--- src/verilog/snv_defines.svh ---
`ifndef SNV_DEFINES_SVH
`define SNV_DEFINES_SVH
`define SNV_ADDR_W        18
`define SNV_ADDR_BYTES    3
`define SNV_DEPTH         262144
`define SNV_OP_RDSTAT     8'h05
`define SNV_OP_WRSTAT     8'h01
`define SNV_OP_WRITE      8'h02
`define SNV_OP_READ       8'h03
`define SNV_OP_FREAD      8'h0b
`define SNV_OP_SSWR       8'h42
`define SNV_OP_SSRD       8'h4b
`define SNV_OP_RDID       8'h9f
`define SNV_OP_RUID       8'h4c
`define SNV_OP_WRSN       8'hc2
`define SNV_OP_RDSN       8'hc3
`define SNV_OP_DPD        8'hba
`define SNV_OP_HBN        8'hb9
`define SNV_STAT_RST      8'h42
`define SNV_STAT_WMASK    8'h8c
`define SNV_STAT_FIXED1   8'h42
`define SNV_SCK_MAX_MHZ   50
`define SNV_PU_DELAY_NS   1000
`define SNV_CLK_MHZ       200
`define SNV_PU_CYC        ((`SNV_PU_DELAY_NS * `SNV_CLK_MHZ + 999) / 1000)
`define SNV_SCK_DIV       ((`SNV_CLK_MHZ + 2 * `SNV_SCK_MAX_MHZ - 1) / (2 * `SNV_SCK_MAX_MHZ))
`endif

--- src/verilog/snv_pkg.sv ---
package snv_pkg;
   typedef enum logic [2:0] {SNV_OPCODE, SNV_ADDR, SNV_WDATA, SNV_RDATA, SNV_STATW,
                             SNV_STATR, SNV_DEAD, SNV_DONE} snv_phase_e;
   typedef enum logic [2:0] {SNM_IDLE, SNM_PUWAIT, SNM_SEL, SNM_LOW, SNM_HIGH,
                             SNM_DESEL} snv_mstate_e;
   typedef enum logic [1:0] {SNV_CMD_READ, SNV_CMD_WRITE, SNV_CMD_RDSTAT,
                             SNV_CMD_WRSTAT} snv_cmd_e;
endpackage

--- src/verilog/snv_link_if.sv ---
`timescale 1ns/1ps
interface snv_link_if;
   logic csN;
   logic sck;
   logic mosi;
   logic miso;
   logic misoOe;
   modport mem (input csN, input sck, input mosi, output miso, output misoOe);
   modport mst (output csN, output sck, output mosi, input miso, input misoOe);
endinterface

--- src/verilog/snv_fifo.sv ---
`timescale 1ns/1ps
module snv_fifo #(
   parameter int WIDTH = 8,
   parameter int DEPTH = 4
) (
   input  wire logic             mclk,
   input  wire logic             rst,
   input  wire logic [WIDTH-1:0] inData,
   input  wire logic             inValid,
   output logic                  inReady,
   output logic      [WIDTH-1:0] outData,
   output logic                  outValid,
   input  wire logic             outReady
);
   localparam int AW = $clog2(DEPTH);
   logic [WIDTH-1:0] mem [DEPTH];
   logic [AW:0]      wrPtr_r;
   logic [AW:0]      rdPtr_r;
   logic [AW:0]      count;
   assign count    = wrPtr_r - rdPtr_r;
   assign inReady  = count != (AW+1)'(DEPTH);
   assign outValid = count != '0;
   assign outData  = mem[rdPtr_r[AW-1:0]];
   always_ff @(posedge mclk) begin
      if (inValid && inReady) begin
         mem[wrPtr_r[AW-1:0]] <= inData;
      end
   end
   always_ff @(posedge mclk or posedge rst) begin
      if (rst) begin
         wrPtr_r <= '0;
         rdPtr_r <= '0;
      end else begin
         if (inValid && inReady) begin
            wrPtr_r <= wrPtr_r + 1'b1;
         end
         if (outValid && outReady) begin
            rdPtr_r <= rdPtr_r + 1'b1;
         end
      end
   end
endmodule // snv_fifo

--- src/verilog/snv_master_end.sv ---
`timescale 1ns/1ps
`include "snv_defines.svh"
module snv_master_end
   import snv_pkg::*;
#(
   parameter int PU_CYC = `SNV_PU_CYC,
   parameter int DIV    = `SNV_SCK_DIV
) (
   input  wire logic        mclk,
   input  wire logic        rst,
   snv_link_if.mst          link,
   input  wire logic        modeThree,
   input  wire logic [1:0]  reqCmd,
   input  wire logic [17:0] reqAddr,
   input  wire logic [7:0]  reqLen,
   input  wire logic        reqValid,
   output logic             reqReady,
   input  wire logic [7:0]  wrData,
   input  wire logic        wrValid,
   output logic             wrReady,
   output logic [7:0]       rdData,
   output logic             rdValid,
   input  wire logic        rdReady
);
   typedef struct packed {
      snv_mstate_e st;
      logic [15:0] puCnt;
      logic [7:0]  divCnt;
      logic        sck;
      logic        csN;
      logic        mosi;
      logic [1:0]  misoS;
      logic        modeThree;
      logic [39:0] txSr;
      logic [7:0]  rxSr;
      logic [5:0]  bitCnt;
      logic [7:0]  bytesLeft;
      logic [1:0]  cmd;
      logic        hdr;
      logic        push;
      logic [7:0]  pushData;
   } snv_mst_s;
   snv_mst_s m_r, m_nxt;
   logic       fInReady;
   logic       divHit;
   logic [7:0] opc;
   assign divHit = m_r.divCnt == 8'(DIV - 1);
   always_comb begin
      unique case (snv_cmd_e'(reqCmd))
         SNV_CMD_READ:   opc = `SNV_OP_READ;
         SNV_CMD_WRITE:  opc = `SNV_OP_WRITE;
         SNV_CMD_RDSTAT: opc = `SNV_OP_RDSTAT;
         default:        opc = `SNV_OP_WRSTAT;
      endcase
   end
   assign reqReady = m_r.st == SNM_IDLE;
   // data byte is acknowledged after the first bit of the byte it fills, and only if another byte still follows
   assign wrReady = m_r.st == SNM_HIGH && divHit && m_r.bitCnt[2:0] == 3'd7 && !m_r.hdr
                    && m_r.bytesLeft > 8'd1 && m_r.cmd == 2'(SNV_CMD_WRITE);
   always_comb begin
      m_nxt        = m_r;
      m_nxt.misoS  = {m_r.misoS[0], link.miso};
      m_nxt.push   = 1'b0;
      m_nxt.divCnt = divHit ? 8'd0 : m_r.divCnt + 8'd1;
      unique case (m_r.st)
         SNM_PUWAIT: begin
            if (m_r.puCnt == 16'(PU_CYC)) begin
               m_nxt.st = SNM_IDLE;
            end else begin
               m_nxt.puCnt = m_r.puCnt + 16'd1;
            end
            m_nxt.sck = modeThree;
         end
         SNM_IDLE: begin
            m_nxt.sck = modeThree;
            if (reqValid) begin
               m_nxt.modeThree = modeThree;
               m_nxt.cmd       = reqCmd;
               m_nxt.txSr      = {opc, 6'b000000, reqAddr, 8'h00};
               m_nxt.bitCnt    = (reqCmd[1]) ? 6'd7 : 6'd31;
               m_nxt.hdr       = 1'b1;
               m_nxt.bytesLeft = (reqLen == 8'd0) ? 8'd1 : reqLen;
               m_nxt.csN       = 1'b0;
               m_nxt.divCnt    = 8'd0;
               m_nxt.st        = SNM_SEL;
            end
         end
         SNM_SEL: begin
            if (divHit) begin
               if (m_r.modeThree) begin
                  m_nxt.sck = 1'b0;
               end
               m_nxt.mosi = m_r.txSr[39];
               m_nxt.st   = SNM_LOW;
            end
         end
         SNM_LOW: begin
            if (divHit && fInReady) begin
               m_nxt.sck  = 1'b1;
               m_nxt.rxSr = {m_r.rxSr[6:0], m_r.misoS[1]};
               m_nxt.st   = SNM_HIGH;
            end
         end
         SNM_HIGH: begin
            if (divHit) begin
               m_nxt.sck    = 1'b0;
               m_nxt.txSr   = {m_r.txSr[38:0], 1'b0};
               m_nxt.bitCnt = m_r.bitCnt - 6'd1;
               m_nxt.st     = SNM_LOW;
               if (m_r.bitCnt[2:0] == 3'd0 && !m_r.hdr) begin
                  m_nxt.push      = m_r.cmd != 2'(SNV_CMD_WRITE) && m_r.cmd != 2'(SNV_CMD_WRSTAT);
                  m_nxt.pushData  = m_r.rxSr;
                  m_nxt.bytesLeft = m_r.bytesLeft - 8'd1;
               end
               if (m_r.bitCnt == 6'd0) begin
                  m_nxt.hdr    = 1'b0;
                  m_nxt.bitCnt = 6'd7;
                  m_nxt.txSr   = {wrData, 32'h0};
                  if (!m_r.hdr && m_r.bytesLeft == 8'd1) begin
                     m_nxt.st  = SNM_DESEL;
                     m_nxt.sck = m_r.modeThree;
                  end else if (m_r.cmd[0] && !(m_r.cmd == 2'(SNV_CMD_WRITE) && !m_r.hdr
                               ? wrValid : 1'b1)) begin
                     m_nxt.txSr = {8'h00, 32'h0};
                  end
               end
               // mode 3 ends with sck parked high, so the data line must hold still there
               if (m_nxt.st != SNM_DESEL) begin
                  m_nxt.mosi = m_nxt.txSr[39];
               end
            end
         end
         default: begin
            if (divHit) begin
               m_nxt.csN = 1'b1;
               m_nxt.st  = SNM_IDLE;
            end
         end
      endcase
   end
   always_ff @(posedge mclk or posedge rst) begin
      if (rst) begin
         m_r     <= '0;
         m_r.csN <= 1'b1;
         m_r.st  <= SNM_PUWAIT;
      end else begin
         m_r <= m_nxt;
      end
   end
   snv_fifo #(.WIDTH(8), .DEPTH(4)) u_rxfifo (
      .mclk     (mclk),
      .rst      (rst),
      .inData   (m_r.pushData),
      .inValid  (m_r.push),
      .inReady  (fInReady),
      .outData  (rdData),
      .outValid (rdValid),
      .outReady (rdReady)
   );
   assign link.csN  = m_r.csN;
   assign link.sck  = m_r.sck;
   assign link.mosi = m_r.mosi;
endmodule // snv_master_end

--- src/flat_wrapper.sv ---
// flat-port wrapper written by rule: the top's interface ports become plain ports
module snv_master_end_flat import snv_pkg::*;
#(
   parameter int PU_CYC = `SNV_PU_CYC,
   parameter int DIV    = `SNV_SCK_DIV
)
  (mclk, rst, modeThree, reqCmd, reqAddr, reqLen, reqValid, reqReady, wrData, wrValid, wrReady, rdData, rdValid, rdReady, link_csN, link_sck, link_mosi, link_miso, link_misoOe);
  snv_link_if link_i ();
  input  wire logic mclk;
  input  wire logic rst;
  input  wire logic modeThree;
  input  wire logic [1:0] reqCmd;
  input  wire logic [17:0] reqAddr;
  input  wire logic [7:0] reqLen;
  input  wire logic reqValid;
  output logic reqReady;
  input  wire logic [7:0] wrData;
  input  wire logic wrValid;
  output logic wrReady;
  output logic [7:0] rdData;
  output logic rdValid;
  input  wire logic rdReady;
  output wire logic [$bits(link_i.csN)-1:0] link_csN;
  output wire logic [$bits(link_i.sck)-1:0] link_sck;
  output wire logic [$bits(link_i.mosi)-1:0] link_mosi;
  input wire logic [$bits(link_i.miso)-1:0] link_miso;
  input wire logic [$bits(link_i.misoOe)-1:0] link_misoOe;
  assign link_csN = link_i.csN;
  assign link_sck = link_i.sck;
  assign link_mosi = link_i.mosi;
  assign link_i.miso = link_miso;
  assign link_i.misoOe = link_misoOe;
  snv_master_end #(.PU_CYC(PU_CYC), .DIV(DIV)) u_core (.mclk(mclk), .rst(rst), .link(link_i), .modeThree(modeThree), .reqCmd(reqCmd), .reqAddr(reqAddr), .reqLen(reqLen), .reqValid(reqValid), .reqReady(reqReady), .wrData(wrData), .wrValid(wrValid), .wrReady(wrReady), .rdData(rdData), .rdValid(rdValid), .rdReady(rdReady));
endmodule
--- config.mk ---
export PLATFORM = sky130hd
export DESIGN_NAME = snv_master_end_flat
export DESIGN_NICKNAME = d
export VERILOG_FILES = /design/src/verilog/snv_pkg.sv /design/src/verilog/snv_link_if.sv /design/src/verilog/snv_fifo.sv /design/src/verilog/snv_master_end.sv /design/src/flat_wrapper.sv
export VERILOG_INCLUDE_DIRS = /design/src /design/src/verilog
export SDC_FILE = /design/constraint.sdc
export NUM_CORES = 1
export LEC_CHECK = 0
export ABC_AREA = 1
export CAP_MARGIN = 20
export CORE_ASPECT_RATIO = 1.4
export CORE_MARGIN = 10
export CORE_UTILIZATION = 60
export CTS_CLUSTER_DIAMETER = 60
export CTS_CLUSTER_SIZE = 24
export DETAILED_ROUTE_END_ITERATION = 8
export DONT_BUFFER_PORTS = 1
export HOLD_SLACK_MARGIN = 0.08
export PLACE_DENSITY = 0.74
export SYNTH_ARGS = -nofsm -noshare
export SYNTH_HDL_FRONTEND = slang
export SYNTH_SLANG_ARGS = --single-unit
--- constraint.sdc ---
create_clock -name mclk -period 4.22 [get_ports mclk]
set_input_delay 0.211 -clock mclk [delete_from_list [all_inputs] [get_ports mclk]]
set_output_delay 0.211 -clock mclk [all_outputs]
set_load 0.005 [all_outputs]
==> impl_metrics.py <==
metrics = {
    "sta": {
        "hold_ws_ps": 101,
        "finalCritPeriodShare_pct": 67.0,
        "maxSlewViolCount": 0,
        "worst_slew_pin_slew_ps": 774,
        "fmax_mhz": 354,
        "clock_skew_ps": 8.03,
        "setup_tns_ps": 0,
        "grt_setup_unrepaired": "false",
        "report.final.hold_viol_count": 0,
        "fin_crit_ps": 2830,
        "fin_ws_ps": 1390,
        "relSlewSlack_pct": 48.2,
        "setup_viol": 0,
    },
    "clock_network": {
        "cts_tree": "yes",
        "worstSkewPairLatency_ps": 410,
        "cts-root-buf": "clkbuf_16",
        "clkTransAtPathRegs_ps": 60,
        "cts_buffers": 17,
        "cts_sinks": 137,
        "cts_setup_buffers": 0,
        "cts_buffer_depth": 2,
        "h-tree-depth": 4,
    },
    "critical_path": {
        "critPathCaptureType": "flop",
        "crit_top_cell": "nand2_1",
        "startpoint_type": "flop",
        "path_class": "reg -> reg",
        "crit_required_ps": 4510,
        "crit_arrival_ps": 3120,
        "slowest_delay_ps": 570,
        "cp_num_buf_inv": 2,
        "path_delay_family": "simple AND/OR/NAND/NOR gates",
        "cp_slowest_cell": "dfstp_2",
        "crit_chain": "nor2_1 > nand2_2 > inv_2 > nand2_1 > inv_1 > nand2_1 > nand3_1 > nand2_1 > nand2_1",
        "cp_max_fo": 33,
    },
    "die": {
        "num_io_pins": 58,
        "core_um2": 10900,
        "die-area_um2": 15900,
        "die_h_um": 145,
        "fp.dieW_um": 109,
        "rows": 45,
        "start_util_pct": 61.4,
    },
    "power": {
        "p_leak_nw": 3.44,
        "intPower_mw": 2.49,
        "power.density_nw_per_um2": 420,
        "power.total_mw": 3.27,
        "pwr-share-clk_pct": 47.3,
        "combPwrFrac_pct": 9.7,
        "max-vdd-ir-drop_mv": 0.272,
        "pwr-share-seq_pct": 42.9,
        "p_sw_share_pct": 23.9,
        "netSwitchingPower_mw": 0.783,
    },
    "final_layout": {
        "fillers": 840,
        "fin_cells": 984,
        "utilization_pct": 71.3,
        "nNetsFinal": 890,
        "syn_to_final_growth_pct": 16.0,
        "antenna_cells": 0,
        "design_area_um2": 7780,
        "drive_gt1_share_pct": 6.52,
    },
    "logic_synthesis": {
        "syn-num-nets": 852,
        "syn_avg_cell_area_um2": 8.47,
        "ys_top_cells_by_count": "216 x nand2_1, 103 x dfrtp_1, 99 x o21ai_0",
        "synth_edf_count": 32,
        "ys_seq_elements": 137,
        "ys_seq_area_share_pct": 53.5,
        "synthTopCellsByArea": "dfrtp_1 38%, edfxtp_1 14%, nand2_1 12%, o21ai_0 7.4%, inv_1 5.0%",
        "synth.most_common_cell": "nand2_1",
        "synth.largest_area_cell": "dfrtp_1",
        "ys_warn_count": 0,
        "yosysUniqueCellTypes": 34,
        "synth_top_cell_area_share_pct": 38.4,
        "synth-main-ff-cell": "dfrtp_1",
        "ys_async_sr_fraction_pct": 76.6,
        "syn_area_um2": 6710,
        "synthCells": 792,
    },
    "detailed_routing": {
        "ant_nets": 0,
        "drt-pass1-iter-count": 6,
        "drc": 0,
        "via_per_inst": 5.55,
        "vias": 5465,
        "first_iter_violations": 311,
        "wire_per_inst_um": 15.1,
        "routed_wl_um": 14900,
    },
    "grt": {
        "grt_pass1_vias": 5494,
        "grt_overflow": 0,
        "antenna_found_initial": 0,
        "grt_max_degree": 66,
        "grt_pass1_wl_um": 25100,
        "grt_util_all_layers_pct": 19.3,
    },
    "flow_run": {
        "cap_viol_max_count": 0,
    },
    "placement": {
        "dpl.hpwl_um": 10100,
        "gp_congestion": 0.902,
        "portBuffers": 0,
        "place_inst": 916,
        "placed_area_um2": 6800,
        "pre_cts_slack_ps": 1410,
    },
    "min_path": {
        "hp-class": "in -> reg",
    },
    "status": {
        "outcome": "completed",
    },
}
==> worst register-to-register path, cell delays in order, from the launching register on <==
cell	delay [ps]
dfstp_2	570
nor2_1	80
nand2_2	570
inv_2	240
nand2_1	540
inv_1	330
nand2_1	160
nand3_1	100
nand2_1	70
nand2_1	50
==> per-layer routing <==
layer | global-route usage, % | part of all wire, % | vias up
met4 | 8.16 | 3.2 | 0
met5 | 0 | 0 | -
li1 | - | - | 2643
met1 | 21.1 | 40 | 2633
met2 | 34.3 | 54 | 144
met3 | 4.25 | 3.0 | 45
==> worst paths after layout <==
check	from	to	slack [ps]	cells after the start
min reg2reg	u_core.m_nxt[76]$_DFF_PP0_	u_core.m_r[76]$_DFF_PP0_	350	0
max in group asynchronous	rst	u_core.m_r[104]$_DFFE_PP1P_	2730	3
max reg2reg	u_core.m_r[104]$_DFFE_PP1P_	u_core.link.mosi$_DFFE_PP0P_	1390	9
min	reqLen[2]	u_core.m_r[14]$_DFFE_PP0P_	100	4
max	u_core.m_r[104]$_DFFE_PP1P_	u_core.link.mosi$_DFFE_PP0P_	1390	9
min in group asynchronous	rst	u_core.m_r[42]$_DFFE_PP0P_	460	2
==> kinds of logic after synthesis <==
| logic type | count (synthesis) | share of synthesized area [%] |
|---|---|---|
| buffers and inverters | 117 | 7.09 |
| adder cells (fa/ha/maj) | 16 | 2.98 |
| AND/OR/NAND/NOR | 359 | 22.5 |
| XOR/XNOR | 22 | 2.87 |
| AO/OA/AOI/OAI | 141 | 11.1 |
| flip-flops | 137 | 53.5 |
==> cells in the final DEF, fill, tap and decap left out, drive strengths merged, types with 3 or more instances in the layout <==
cell and count:
xor2 17, inv 98, ha 16, dfrtp 103
o21ai 107, nor2 81, clkinv 5, edfxtp 32
nor3 8, o22ai 13, nand4 12, bufinv 3
a21oi 16, clkbuf 22, nand2 222, nand3 34
xnor2 5, dlygate4sd3 36
==> power by group through the flow <==
stage	clock, mW	combinational, mW	sequential [mW]
after floorplan	0	0.212	1.43
after global placement	0	0.273	1.43
after detailed placement	0	0.296	1.43
after CTS	1.56	0.325	1.40
after global routing	1.63	0.364	1.41
final	1.55	0.319	1.40
==> repair_timing <==
| item | in CTS | in global routing |
|---|---|---|
| hold buffers | 36 | 0 |
| endpoints found under the hold margin | 100 | 0 |
| resized for setup | 0 | 0 |
==> cell type report <==
type / count / area [µm²] / area share [%]
Sequential cell: 137 / 3590 / 46.1
Multi-Input combinational cell: 538 / 2640 / 34.0
Clock buffer: 22 / 485 / 6.24
Timing Repair Buffer: 38 / 375 / 4.82
Inverter: 98 / 370 / 4.76
Tap cell: 141 / 176 / 2.27
Clock inverter: 10 / 141 / 1.82
==> registers in the layout, indices dropped and copies added, names as in the netlist <==
| signal | flops |
|---|---|
| u_core.link.csN | 1 |
| u_core.link.sck | 1 |
| u_core.u_rxfifo.rdPtr_r | 3 |
| u_core.link.mosi | 1 |
| u_core.m_r | 95 |
| u_core.u_rxfifo.mem | 32 |
| u_core.u_rxfifo.wrPtr_r | 3 |
| u_core.m_nxt | 1 |
Note: power is estimated with default switching activity, not from simulation.
